==> src/shared/eie_pkg.sv <==
// Package for the escaped instruction execution block: opcodes, cycle counts, types
package eie_pkg;
  // Escape prefix and second opcode bytes
  localparam logic [7:0] ESC_PREFIX = 8'hA5;
  localparam logic [7:0] OP_BREAK = 8'h00;
  localparam logic [7:0] OP_ARITH_SHIFT_RIGHT = 8'h03;
  localparam logic [7:0] OP_CLR_TOTAL = 8'hE4;
  localparam logic [7:0] OP_INC_ALT = 8'hA3;
  localparam logic [7:0] OP_JMP_A_PC = 8'h73;
  localparam logic [7:0] OP_CMP_BR_R0 = 8'hB6;
  localparam logic [7:0] OP_CMP_BR_R1 = 8'hB7;
  localparam logic [7:0] OP_MOVX_RD = 8'hE0;
  localparam logic [7:0] OP_MOVX_WR = 8'hF0;
  // Unescaped stack opcodes
  localparam logic [7:0] OP_PUSH = 8'hC0;
  localparam logic [7:0] OP_POP = 8'hD0;
  localparam logic [7:0] OP_LCALL = 8'h12;
  localparam logic [7:0] OP_RET = 8'h22;
  localparam logic [7:0] OP_RETI = 8'h32;
  localparam logic [4:0] OP_ACALL_LOW = 5'h11;
  // Cycle counts
  localparam logic [2:0] CYC_ONE = 3'h1;
  localparam logic [2:0] CYC_TOTAL_OP = 3'h2;
  localparam logic [2:0] CYC_BREAK = 3'h2;
  localparam logic [2:0] CYC_CMP_BR = 3'h4;
  localparam logic [2:0] CYC_INC_ALT = 3'h3;
  localparam logic [2:0] CYC_JMP_A_PC = 3'h3;
  localparam logic [2:0] CYC_PUSH_POP = 3'h2;
  localparam logic [2:0] CYC_PUSH_POP_EXT = 3'h3;
  localparam logic [2:0] CYC_ACALL = 3'h3;
  localparam logic [2:0] CYC_ACALL_EXT = 3'h5;
  localparam logic [2:0] CYC_LCALL = 3'h4;
  localparam logic [2:0] CYC_LCALL_EXT = 3'h6;
  localparam logic [2:0] CYC_RET = 3'h4;
  localparam logic [2:0] CYC_RET_EXT = 3'h5;
  localparam logic [2:0] CYC_MOVX_RAM = 3'h2;
  localparam logic [2:0] CYC_MOVX_FAR = 3'h4;
  localparam logic [2:0] CYC_MOVX_ALT_RAM = 3'h3;
  localparam logic [2:0] CYC_MOVX_ALT_FAR = 3'h5;
  // Program counter steps and widths
  localparam logic [15:0] PC_STEP_TWO = 16'h0002;
  localparam logic [15:0] PC_STEP_THREE = 16'h0003;
  localparam logic [15:0] PTR_STEP = 16'h0001;
  localparam int TOTAL_W = 40;
  localparam int TOTAL_MSB = 39;
  localparam logic [39:0] TOTAL_RESET = 40'h00_0000_0000;
  localparam logic [15:0] PC_RESET = 16'h0000;
  localparam logic [7:0] BYTE_ZERO = 8'h00;

  // Operations on the forty-bit total register
  typedef enum logic [1:0] {
    EIE_TOT_NONE = 2'b00,
    EIE_TOT_SHIFT = 2'b01,
    EIE_TOT_CLEAR = 2'b11
  } eie_tot_op_t;

  // Control states, Gray along idle to run
  typedef enum logic [1:0] {
    EIE_ST_IDLE = 2'b00,
    EIE_ST_RUN = 2'b01
  } eie_state_t;

  // Instruction bytes handed over by the fetch unit
  typedef struct packed {
    logic [7:0] prefix;
    logic [7:0] opcode;
    logic [7:0] rel;
  } eie_instr_t;

  // Core state sampled when an instruction is taken
  typedef struct packed {
    logic [15:0] pc;
    logic [7:0] acc;
    logic [7:0] ram_byte;
    logic pointer_select_bit;
    logic [15:0] data_pointer_zero;
    logic [15:0] data_pointer_one;
  } eie_core_t;

  // Environment levels
  typedef struct packed {
    logic debug_enable;
    logic ext_stack;
    logic xmem_onchip;
  } eie_env_t;
endpackage : eie_pkg

==> src/rtl/eie_exec.sv <==
// Escaped instruction decode and execute unit with forty-bit total register
`timescale 1ns/10ps
`default_nettype none
// Function
// - Byte A5 is an escape prefix; second byte picks the extended operation.
// - Arithmetic right shift keeps bit 39, two cycles, no flags.
// - Breakpoint with debug enabled calls debug handler, PC at next instruction.
// - Breakpoint with debug disabled is a two-cycle no-op, PC plus two.
// - Compare branch sets carry when accumulator below indirect byte, operands kept.
// - Compare branch adds three, then signed displacement only when unequal.
// - Clear opcode zeros all forty total bits in two cycles.
// - Alternate pointer increments modulo 65536, three cycles, no flags.
// - Indirect jump loads PC with accumulator plus PC plus two.
// - Stack opcodes take extra cycles with extended stack in use.
// - Pointer moves take 2/4 cycles, alternate pointer forms 3/5.
module eie_exec
  import eie_pkg::*;
(
  input wire logic clk_sys_in, // Core clock, 200 MHz
  input wire logic srst_in, // Synchronous reset, high
  input wire logic instr_valid_in, // Instruction bytes present
  input wire eie_instr_t instr_in, // Prefix, opcode, displacement
  input wire eie_core_t core_in, // PC, accumulator, RAM byte, pointers
  input wire eie_env_t env_in, // Debug, stack and memory space levels
  input wire logic total_load_in, // Multiplier writes the total register while idle, unless an instruction is taken in that cycle
  input wire logic [39:0] total_value_in, // Value for that write
  output logic busy_out, // Instruction in progress
  output logic done_out, // Final cycle, effects valid
  output logic escaped_out, // Last taken instruction was escaped
  output logic known_out, // Last taken opcode is handled here
  output logic pc_load_out, // Load PC from pc_next_out
  output logic [15:0] pc_next_out, // New program counter
  output logic carry_we_out, // Write carry flag
  output logic carry_out, // Carry value
  output logic ptr_we_out, // Write a data pointer
  output logic ptr_one_sel_out, // 1: data_pointer_one, 0: zero
  output logic [15:0] ptr_value_out, // New pointer value
  output logic debug_req_out, // Hand control to debug_handler
  output logic [39:0] total_out // Forty-bit total register
);
  eie_state_t state_q, state_d;
  logic busy_q, busy_d;
  logic timer_last;
  logic take;
  // Decoded effects of the incoming instruction
  logic [2:0] cyc_c;
  logic esc_c, known_c, pcld_c, cwe_c, carry_c, pwe_c, psel_c, dbg_c;
  logic [15:0] pc_c, pval_c, alt_ptr;
  eie_tot_op_t top_c;
  // Captured effects, released at the final cycle
  logic esc_q, known_q, pcld_q, cwe_q, carry_q, pwe_q, psel_q, dbg_q;
  logic [15:0] pc_q, pval_q;
  eie_tot_op_t top_q;
  // Output registers
  logic done_q, done_d, pcld_oq, cwe_oq, pwe_oq, dbg_oq;
  logic pcld_od, cwe_od, pwe_od, dbg_od;
  logic [39:0] tot_q, tot_d;

  assign take = instr_valid_in && !busy_q;
  // The pointer the select bit does not choose
  assign alt_ptr = core_in.pointer_select_bit ? core_in.data_pointer_zero
                                              : core_in.data_pointer_one;

  eie_cycle_timer u_timer (
    .clk_sys_in(clk_sys_in),
    .srst_in(srst_in),
    .load_in(take),
    .count_in(cyc_c),
    .last_out(timer_last)
  );

  // Decode of the offered instruction
  always_comb
  begin
    cyc_c = CYC_ONE;
    known_c = 1'b1;
    pcld_c = 1'b0;
    pc_c = core_in.pc;
    cwe_c = 1'b0;
    carry_c = 1'b0;
    pwe_c = 1'b0;
    psel_c = !core_in.pointer_select_bit;
    pval_c = alt_ptr + PTR_STEP;
    dbg_c = 1'b0;
    top_c = EIE_TOT_NONE;
    esc_c = (instr_in.prefix == ESC_PREFIX);
    if (esc_c)
    begin
      case (instr_in.opcode)
        OP_ARITH_SHIFT_RIGHT:
        begin
          cyc_c = CYC_TOTAL_OP;
          top_c = EIE_TOT_SHIFT;
        end
        OP_CLR_TOTAL:
        begin
          cyc_c = CYC_TOTAL_OP;
          top_c = EIE_TOT_CLEAR;
        end
        OP_BREAK:
        begin
          cyc_c = CYC_BREAK;
          pcld_c = 1'b1;
          pc_c = core_in.pc + PC_STEP_TWO;
          dbg_c = env_in.debug_enable;
        end
        OP_CMP_BR_R0, OP_CMP_BR_R1:
        begin
          cyc_c = CYC_CMP_BR;
          pcld_c = 1'b1;
          cwe_c = 1'b1;
          carry_c = (core_in.acc < core_in.ram_byte);
          pc_c = core_in.pc + PC_STEP_THREE;
          if (core_in.acc != core_in.ram_byte)
          begin
            pc_c = core_in.pc + PC_STEP_THREE + {{8{instr_in.rel[7]}}, instr_in.rel};
          end
        end
        OP_INC_ALT:
        begin
          cyc_c = CYC_INC_ALT;
          pwe_c = 1'b1;
        end
        OP_JMP_A_PC:
        begin
          cyc_c = CYC_JMP_A_PC;
          pcld_c = 1'b1;
          pc_c = core_in.pc + PC_STEP_TWO + {BYTE_ZERO, core_in.acc};
        end
        OP_MOVX_RD, OP_MOVX_WR:
        begin
          cyc_c = env_in.xmem_onchip ? CYC_MOVX_ALT_RAM : CYC_MOVX_ALT_FAR;
        end
        default:
        begin
          known_c = 1'b0;
        end
      endcase
    end
    else
    begin
      case (instr_in.opcode)
        OP_PUSH, OP_POP:
        begin
          cyc_c = env_in.ext_stack ? CYC_PUSH_POP_EXT : CYC_PUSH_POP;
        end
        OP_LCALL:
        begin
          cyc_c = env_in.ext_stack ? CYC_LCALL_EXT : CYC_LCALL;
        end
        OP_RET, OP_RETI:
        begin
          cyc_c = env_in.ext_stack ? CYC_RET_EXT : CYC_RET;
        end
        OP_MOVX_RD, OP_MOVX_WR:
        begin
          cyc_c = env_in.xmem_onchip ? CYC_MOVX_RAM : CYC_MOVX_FAR;
        end
        default:
        begin
          if (instr_in.opcode[4:0] == OP_ACALL_LOW)
          begin
            cyc_c = env_in.ext_stack ? CYC_ACALL_EXT : CYC_ACALL;
          end
          else
          begin
            known_c = 1'b0;
          end
        end
      endcase
    end
  end

  // Capture of decoded effects when an instruction is taken
  always_ff @(posedge clk_sys_in)
  begin
    if (srst_in)
    begin
      esc_q <= 1'b0;
      known_q <= 1'b0;
      pcld_q <= 1'b0;
      pc_q <= PC_RESET;
      cwe_q <= 1'b0;
      carry_q <= 1'b0;
      pwe_q <= 1'b0;
      psel_q <= 1'b0;
      pval_q <= PC_RESET;
      dbg_q <= 1'b0;
      top_q <= EIE_TOT_NONE;
    end
    else if (take)
    begin
      esc_q <= esc_c;
      known_q <= known_c;
      pcld_q <= pcld_c;
      pc_q <= pc_c;
      cwe_q <= cwe_c;
      carry_q <= carry_c;
      pwe_q <= pwe_c;
      psel_q <= psel_c;
      pval_q <= pval_c;
      dbg_q <= dbg_c;
      top_q <= top_c;
    end
  end

  // Sequencing and release of effects on the final cycle
  always_comb
  begin
    state_d = state_q;
    busy_d = busy_q;
    done_d = 1'b0;
    pcld_od = 1'b0;
    cwe_od = 1'b0;
    pwe_od = 1'b0;
    dbg_od = 1'b0;
    tot_d = tot_q;
    case (state_q)
      EIE_ST_IDLE:
      begin
        busy_d = 1'b0;
        if (take)
        begin
          state_d = EIE_ST_RUN;
          busy_d = 1'b1;
        end
        else if (total_load_in)
        begin
          tot_d = total_value_in;
        end
      end
      EIE_ST_RUN:
      begin
        if (timer_last)
        begin
          state_d = EIE_ST_IDLE;
          busy_d = 1'b0;
          done_d = 1'b1;
          pcld_od = pcld_q;
          cwe_od = cwe_q;
          pwe_od = pwe_q;
          dbg_od = dbg_q;
          if (top_q == EIE_TOT_SHIFT)
          begin
            tot_d = {tot_q[TOTAL_MSB], tot_q[TOTAL_MSB:1]};
          end
          else if (top_q == EIE_TOT_CLEAR)
          begin
            tot_d = TOTAL_RESET;
          end
        end
      end
      default:
      begin
        state_d = EIE_ST_IDLE;
        busy_d = 1'b0;
      end
    endcase
  end

  // State and output registers
  always_ff @(posedge clk_sys_in)
  begin
    if (srst_in)
    begin
      state_q <= EIE_ST_IDLE;
      busy_q <= 1'b0;
      done_q <= 1'b0;
      pcld_oq <= 1'b0;
      cwe_oq <= 1'b0;
      pwe_oq <= 1'b0;
      dbg_oq <= 1'b0;
      tot_q <= TOTAL_RESET;
    end
    else
    begin
      state_q <= state_d;
      busy_q <= busy_d;
      done_q <= done_d;
      pcld_oq <= pcld_od;
      cwe_oq <= cwe_od;
      pwe_oq <= pwe_od;
      dbg_oq <= dbg_od;
      tot_q <= tot_d;
    end
  end

  // Strobes, busy and the total come from output flops; other values from capture flops
  assign busy_out = busy_q;
  assign done_out = done_q;
  assign escaped_out = esc_q;
  assign known_out = known_q;
  assign pc_load_out = pcld_oq;
  assign pc_next_out = pc_q;
  assign carry_we_out = cwe_oq;
  assign carry_out = carry_q;
  assign ptr_we_out = pwe_oq;
  assign ptr_one_sel_out = psel_q;
  assign ptr_value_out = pval_q;
  assign debug_req_out = dbg_oq;
  assign total_out = tot_q;

  // Checks: an instruction taken in cycle 0 releases its effects at cycle N+1
  AST_ESC_SPLIT: assert property (@(posedge clk_sys_in) disable iff (srst_in)
    take && instr_in.prefix != ESC_PREFIX && instr_in.opcode == OP_ARITH_SHIFT_RIGHT
    |=> !escaped_out && !known_out)
    else $error("unprefixed byte decoded as extension");
  // Done flop is seen one edge after the timer's last cycle, hence N+1
  AST_SHIFT_KEEPS_SIGN: assert property (@(posedge clk_sys_in) disable iff (srst_in)
    take && esc_c && instr_in.opcode == OP_ARITH_SHIFT_RIGHT
    |-> ##3 done_out && !carry_we_out
        && total_out[38:0] == $past(total_out[39:1], 3)
        && total_out[39] == $past(total_out[39], 3))
    else $error("shift result or timing wrong");
  AST_BREAK_DEBUG: assert property (@(posedge clk_sys_in) disable iff (srst_in)
    take && esc_c && instr_in.opcode == OP_BREAK && env_in.debug_enable
    |-> ##3 debug_req_out && pc_load_out && pc_next_out == $past(core_in.pc, 3) + PC_STEP_TWO)
    else $error("breakpoint hand-off wrong");
  AST_BREAK_NOP: assert property (@(posedge clk_sys_in) disable iff (srst_in)
    take && esc_c && instr_in.opcode == OP_BREAK && !env_in.debug_enable
    |-> ##1 !done_out ##1 !done_out ##1 done_out && !debug_req_out && !carry_we_out
        && pc_next_out == $past(core_in.pc, 3) + PC_STEP_TWO)
    else $error("breakpoint no-op wrong");
  AST_CMP_CARRY: assert property (@(posedge clk_sys_in) disable iff (srst_in)
    take && esc_c && (instr_in.opcode == OP_CMP_BR_R0 || instr_in.opcode == OP_CMP_BR_R1)
    |-> ##5 carry_we_out && carry_out == ($past(core_in.acc, 5) < $past(core_in.ram_byte, 5)))
    else $error("compare carry wrong");
  AST_CMP_EQUAL_FALLS: assert property (@(posedge clk_sys_in) disable iff (srst_in)
    take && esc_c && instr_in.opcode == OP_CMP_BR_R0 && core_in.acc == core_in.ram_byte
    |-> ##5 pc_load_out && pc_next_out == $past(core_in.pc, 5) + PC_STEP_THREE)
    else $error("equal compare must fall through");
  AST_CLEAR_TOTAL: assert property (@(posedge clk_sys_in) disable iff (srst_in)
    take && esc_c && instr_in.opcode == OP_CLR_TOTAL |-> ##3 done_out && total_out == TOTAL_RESET)
    else $error("total not cleared in two cycles");
  AST_ALT_INC: assert property (@(posedge clk_sys_in) disable iff (srst_in)
    take && esc_c && instr_in.opcode == OP_INC_ALT
    |-> ##4 ptr_we_out && ptr_one_sel_out == !$past(core_in.pointer_select_bit, 4)
        && ptr_value_out == $past(alt_ptr, 4) + PTR_STEP)
    else $error("alternate pointer increment wrong");
  AST_JMP_A_PC: assert property (@(posedge clk_sys_in) disable iff (srst_in)
    take && esc_c && instr_in.opcode == OP_JMP_A_PC
    |-> ##4 pc_load_out && !carry_we_out
        && pc_next_out == $past(core_in.pc, 4) + PC_STEP_TWO + {8'h00, $past(core_in.acc, 4)})
    else $error("indirect jump target wrong");
  AST_POP_EXT: assert property (@(posedge clk_sys_in) disable iff (srst_in)
    take && !esc_c && instr_in.opcode == OP_POP && env_in.ext_stack
    |=> !done_out [*3] ##1 done_out)
    else $error("extended stack pop not three cycles");
  AST_MOVX_ALT_FAR: assert property (@(posedge clk_sys_in) disable iff (srst_in)
    take && esc_c && instr_in.opcode == OP_MOVX_RD && !env_in.xmem_onchip
    |=> !done_out [*5] ##1 done_out)
    else $error("alternate far move not five cycles");
  COV_BREAK_DEBUG: cover property (@(posedge clk_sys_in) disable iff (srst_in)
    debug_req_out);
  COV_CMP_TAKEN: cover property (@(posedge clk_sys_in) disable iff (srst_in)
    take && esc_c && instr_in.opcode == OP_CMP_BR_R1 && core_in.acc != core_in.ram_byte);
  COV_BACK_TO_BACK: cover property (@(posedge clk_sys_in) disable iff (srst_in)
    done_out && take);
endmodule // eie_exec
`default_nettype wire

==> src/rtl/eie_cycle_timer.sv <==
// Down counter that stretches an instruction over its cycle count
`timescale 1ns/10ps
`default_nettype none
module eie_cycle_timer
  import eie_pkg::*;
(
  input wire logic clk_sys_in, // Core clock
  input wire logic srst_in, // Synchronous reset, high
  input wire logic load_in, // Start a new count
  input wire logic [2:0] count_in, // Cycles to run
  output logic last_out // Final cycle of the count
);
  logic [2:0] cnt_q;
  logic [2:0] cnt_d;

  // Next count: load wins, otherwise step down to zero
  always_comb
  begin
    cnt_d = cnt_q;
    if (load_in)
    begin
      cnt_d = count_in;
    end
    else if (cnt_q != 3'h0)
    begin
      cnt_d = cnt_q - 3'h1;
    end
  end

  // Count register
  always_ff @(posedge clk_sys_in)
  begin
    if (srst_in)
    begin
      cnt_q <= 3'h0;
    end
    else
    begin
      cnt_q <= cnt_d;
    end
  end

  assign last_out = (cnt_q == 3'h1);
endmodule // eie_cycle_timer
`default_nettype wire

==> config.mk <==
export PLATFORM = sky130hd
export DESIGN_NAME = eie_exec
export DESIGN_NICKNAME = d
export VERILOG_FILES = /design/src/shared/eie_pkg.sv /design/src/rtl/eie_exec.sv /design/src/rtl/eie_cycle_timer.sv
export SDC_FILE = /design/constraint.sdc
export NUM_CORES = 1
export LEC_CHECK = 0
export BUFFER_PORTS_ARGS = -buffer_cell sky130_fd_sc_hd__buf_2
export CAP_MARGIN = 5
export CORE_MARGIN = 2
export CORE_UTILIZATION = 30
export DETAILED_ROUTE_END_ITERATION = 10
export HOLD_SLACK_MARGIN = 0.02
export PLACE_DENSITY = 0.58
export SLEW_MARGIN = 20
export SYNTH_ARGS = -nofsm -noshare
export SYNTH_HDL_FRONTEND = slang
export SYNTH_SLANG_ARGS = --single-unit
export TNS_END_PERCENT = 30
==> constraint.sdc <==
create_clock -name clk_sys_in -period 2.7 [get_ports clk_sys_in]
set_input_delay 0 -clock clk_sys_in [delete_from_list [all_inputs] [get_ports clk_sys_in]]
set_output_delay 0 -clock clk_sys_in [all_outputs]
set_load 0.01 [all_outputs]
After elaboration in Yosys (flattened, before gate mapping)
Cells that the tools add are included.
{ "op_classes": {"n_eq_ne": 27, "add_sub_neg": 6, "order_cmp": 1, "n_mux": 45, "reduce_logical": 22, "bitwise_logic": 2} }
{ "ops": {"columns": ["operator", "count"], "rows": [
  ["$mux 40", 5],
  ["$pmux 40 s2", 1],
  ["$eq 8x8->1 const B", 9],
  ["$mux 16", 3],
  ["$pmux 16 s3", 1],
  ["$add 16x2->16 const B", 2],
  ["$pmux 3 s4", 2],
  ["$mux 3", 7],
  ["$mux 1", 19],
  ["$add 16x1->16 const B", 1],
  ["$add 16x16->16", 1],
  ["$add 16x8->16", 1],
  ["$eq 8x6->1 const B", 2],
  ["$ne 2x2->1 const B", 6],
  ["$reduce_or 2->1", 6],
  ["$reduce_or 9->1", 1],
  ["$eq 8x2->1 const B", 1],
  ["$eq 8x5->1 const B", 1],
  ["$eq 8x7->1 const B", 1],
  ["$logic_not 8->1", 1],
  ["$lt 8x8->1", 1],
  ["$mux 2", 4],
  ["$ne 8x8->1", 1],
  ["$pmux 2 s2", 2],
  ["other kinds (19)", 24]
]} }
{ "word_totals": {"input_bits": 136, "elab_cells": 124, "ff_bits": 93} }

Longest topological paths before layout
{ "logic_depth": {"ltp_word": 5, "ltp_mapped": 15, "mapped_depth_nobuf": 15} }

Cells and area by module
From an unflattened synthesis, not the netlist that was laid out.
{ "unflattened": {"cells_unflattened": 910, "area_unflattened_um2": 6976.7} }
{ "modules_own_cells": {"columns": ["module", "instances", "area_per_inst_um2", "cells_per_inst"], "rows": [
  ["eie_exec", 1, 6752.7, 887],
  ["eie_cycle_timer", 1, 224.0, 23]
]} }

Worst setup path before layout
No wires, ideal clock.
{ "synth_timing": {"path_kind": "input-to-reg", "startpoint": "in core_in[53] in the netlist's numbering", "endpoint": "reg pc_q[15], in the netlist pc_next_out[15]", "arrival_time_ns": 2.779, "path_stages": 13, "slack_ns": -0.153, "n_path_buf": 2, "setup_ns": 0.074, "required_ns": 2.626, "cell_sequence": "buf_2 nand3_1 clkbuf_1 nor3b_1 nand3_1 xnor2_1 ha_1 and2_1 a31oi_1 o21ai_0 a21oi_1 mux2_2 a31oi_1"} }
{ "synth_between": {"elab_chain_len": 5, "elab_cells_between_ends": 7, "cone_classes": "add/sub (4); mux (3)"} }
{ "synth_rtl": {"columns": ["element", "line", "rtl"], "rows": [
  ["start: declaration", "eie_exec.sv:23", "input wire eie_core_t core_in,"],
  ["$add 16x2->16", "eie_exec.sv:113, eie_exec.sv:116", null],
  ["$add 16x16->16", "eie_exec.sv:116", "pc_c = core_in.pc + PC_STEP_THREE + {{8{instr_in.rel[7]}}, instr_in.rel};"],
  ["$mux 16", "eie_exec.sv:114", "if (core_in.acc != core_in.ram_byte)"],
  ["$pmux 16 s3 (*)", "eie_exec.sv:89", "case (instr_in.opcode)"],
  ["$mux 16 (*)", "eie_exec.sv:87", "if (esc_c)"],
  ["end signal: assignment", "eie_exec.sv:196", "pc_q <= pc_c;"],
  ["end: declaration", "eie_exec.sv:52", "logic [15:0] pc_q, pval_q;"]
]} }
Every way passes the cells marked *; elsewhere a longest branch is shown, timed or not.
A chain may end at the register's enable or synchronous reset.

Worst setup path after layout
{ "layout_timing": {"startpoint": "in core_in[50] in the netlist's numbering", "endpoint": "reg pc_q[15], in the netlist pc_next_out[15]"} }
Same word-level chain as after synthesis.

==> flow_summary.json <==
{
  "pwr_density_cell_nw_per_um2": 452,
  "ys_seq_area_share_pct": 27.5,
  "cap_violations": 0,
  "setup_violations": 0,
  "layout_setup_ws_ns": 0.228,
  "syn_area_um2": 6700,
  "cp-end-kind": "register",
  "fillers": 2288,
  "yosys.area.top_type": "dfxtp_1",
  "max_freq_mhz": 405,
  "arrival_ns": 2.75,
  "swShare_pct": 32.5,
  "finalPower_mw": 4.08,
  "die_h_um": 153,
  "drt_iter0_markers": 391,
  "fin_skew_ns": 0.00764,
  "crit_fanout": 4,
  "grtUsageMet3_pct": 3.88,
  "num-nets-final": 1296,
  "wl_per_cell_um": 15.9,
  "grt_pass1_vias": 6946,
  "gr-usage-met2_pct": 31.6,
  "drc": 0,
  "track_usage_pct": 18.7,
  "initial_core_util_pct": 30.6,
  "drv_slew": 0,
  "clk_latency_ns": 0.35,
  "port_buffers": 217,
  "numCtsBuffers": 9,
  "p_comb_share_pct": 30.6,
  "antenna_found_initial": 2,
  "stdcell_count": 1403,
  "placed_cell_area_um2": 8540,
  "clkSinkCount": 92,
  "synthDistinctLibCells": 66,
  "ant_nets": 0,
  "multi_input_area_um2": 4640,
  "grt_pass1_wl_um": 35800,
  "rows": 54,
  "ys_top_cells_by_area": "dfxtp_1, ha_1, a211oi_1, xnor2_1, a22oi_1",
  "synth_edf_count": 0,
  "final_cell_mix": "buf_2, dfxtp_1, nor2_1, nand2_1, buf_4",
  "vias": 7243,
  "clockRootBuffer": "clkbuf_16",
  "leakagePower_nw": 3.96,
  "finalCriticalPeriod_ns": 2.47,
  "fp.coreArea_um2": 21900,
  "syn-num-nets": 1038,
  "hold_violations": 0,
  "cp-start-kind": "primary input",
  "die_x_um": 153,
  "final_common_cell": "buf_2",
  "clk_pin_slew_worst_paths_ns": 0.07,
  "synth.top_cell.area_share_pct": 27.5,
  "syn_to_final_growth_pct": 34.5,
  "cts_tree": "built",
  "syn_area_per_cell_um2": 7.80,
  "dieArea_um2": 23500,
  "internal-power_mw": 2.75,
  "fin_tns_setup_ns": 0,
  "hpwl_um": 17100,
  "firstDrtPassIters": 4,
  "ys_ff_latch": 92,
  "critical_path_class": "primary input to register",
  "ys_warn_count": 0,
  "pwr-share-seq_pct": 37.4,
  "top_usage_layer": "met2",
  "status": "complete, no violations",
  "viasPerCell": 5.16,
  "worst_pin_slew_ns": 0.689,
  "place.gp.congestion": 0.880,
  "drt_wl_total_um": 22400,
  "grtUsageMet1_pct": 23.8,
  "regArea_um2": 1840,
  "synth-main-ff-cell": "dfxtp_1",
  "place_inst": 1378,
  "grt_overflow_total": 0,
  "power_switching_mw": 1.33,
  "syn_inst": 859,
  "drive_gt1_share_pct": 31.0,
  "slew_headroom_pct": 53.9,
  "clock_path_buffers": 2,
  "required_ns": 2.98,
  "htreeDepth": 3,
  "hp-class": "primary input to register",
  "clock_power_share_pct": 32.0,
  "irDropWorstVdd_mv": 0.301,
  "ios": 218,
  "pre_cts_ws_ns": -0.304,
  "fin_crit_sh_pct": 91.5,
  "final_area_um2": 9010,
  "grt_max_degree": 48,
  "async_flop_share_pct": 0
}
## final timing paths
check	from	end	slack, ns	cells past startpoint
worst max-delay path	core_in[50]	pc_next_out[15]	0.23	17
worst min-delay path	total_value_in[4]	total_out[4]	0.04	3
worst max register to register	busy_out	total_out[39]	0.45	5
worst min register to register	ptr_value_out[8]	ptr_value_out[8]	0.45	2
## power by group through the flow
stage,Clock [mW],Sequential (mW),Combinational [mW]
floorplan,0,1.59,0.684
global placement,0,1.55,1.21
detailed placement,0,1.56,1.22
CTS,1.36,1.52,1.24
global route,1.41,1.54,1.39
finish,1.30,1.52,1.25
## cells in the mapped netlist (3+ instances only)
| cell | number |
|---|---|
| nor3_1 | 27 |
| or3_1 | 9 |
| nor4_1 | 5 |
| dfxtp_1 | 92 |
| mux2i_1 | 16 |
| and2_1 | 6 |
| nor2_1 | 91 |
| a211oi_1 | 52 |
| a221o_1 | 4 |
| a21oi_1 | 56 |
| clkbuf_1 | 47 |
| a32oi_1 | 4 |
| a221oi_1 | 10 |
| ha_1 | 41 |
| o21a_1 | 3 |
| inv_1 | 23 |
| nor2b_1 | 14 |
| or2_2 | 4 |
| and3_1 | 8 |
| xor2_1 | 19 |
| nand3_1 | 21 |
| nand2_1 | 80 |
| mux2_2 | 3 |
| buf_2 | 7 |
| xnor2_1 | 40 |
| a21o_1 | 8 |
| o21ai_0 | 36 |
| o211ai_1 | 7 |
| nand4_1 | 11 |
| a211o_1 | 3 |
| a22oi_1 | 46 |
| nand3b_1 | 4 |
| nor3b_1 | 4 |
| nand2b_1 | 10 |
## cell families (layout without fill, tap and decap cells)
family                     count (synthesis)  in the layout  share of synthesized area [%]
xor gates and xnor gates                  59             59                           7.71
adders and majority gates                 43             43                           8.25
muxes                                     19             19                           2.89
buffers and inverters                     82            344                           4.95
DFF                                       92             92                           27.5
AOI/OAI and AO/OA                        254            254                           25.9
and+or+nand+nor                          310            310                           22.8
other                                      0              2                              0
## metrics by stage
step | hold WS, ns | utilization [%]
2_1_floorplan | 0.167 | -
3_3_place_gp | 0.284 | 39.0
3_5_place_dp | 0.292 | 39.0
4_1_cts | 0.0231 | 40.7
5_1_grt | 0.0505 | 41.1
6_report | 0.0449 | 41.2
## cell type report
type / instances / share of cell area [%]
antenna: 2 / 0.0556
sequential: 92 / 20.4
tap: 280 / 3.89
multi-input combinational: 685 / 51.6
timing repair buffer: 305 / 19.7
inverter: 24 / 1.00
clock inverter: 6 / 0.833
clock buffer: 9 / 2.50
## sequential cells by signal (all words and copies together) (netlist names), 2 cells and up
| register | flops |
|---|---|
| pc_next_out | 16 |
| ptr_value_out | 16 |
| top_q | 2 |
| total_out | 40 |
| u_timer.cnt_q | 3 |
## worst max-delay path: stages
cell,delay [ns]
buf_2,0.10
inv_1,0.07
ha_1,0.19
nand3b_1,0.18
buf_4,0.17
nor3_2,0.15
nand3_1,0.14
xnor2_2,0.16
ha_1,0.29
a21oi_1,0.16
nor2b_1,0.09
o21a_1,0.17
nor2_1,0.11
o21ai_0,0.10
a21oi_1,0.17
mux2_2,0.35
a31oi_1,0.15
## what timing repair did
action | 4_1_cts | 5_1_grt
endpoints found under the setup margin | 0 | 8
endpoints found under the hold margin | 6 | 0
hold buffers | 7 | 0
resized for setup | 0 | 16
buffers inserted | 0 | 1
## layer usage
metal	wire length (um)	vias up
met5	0	-
met4	490	0
met3	1540	28
met2	10400	244
met1	9970	3304
li1	-	3667
No activity file was read; power rests on OpenSTA's default activity.
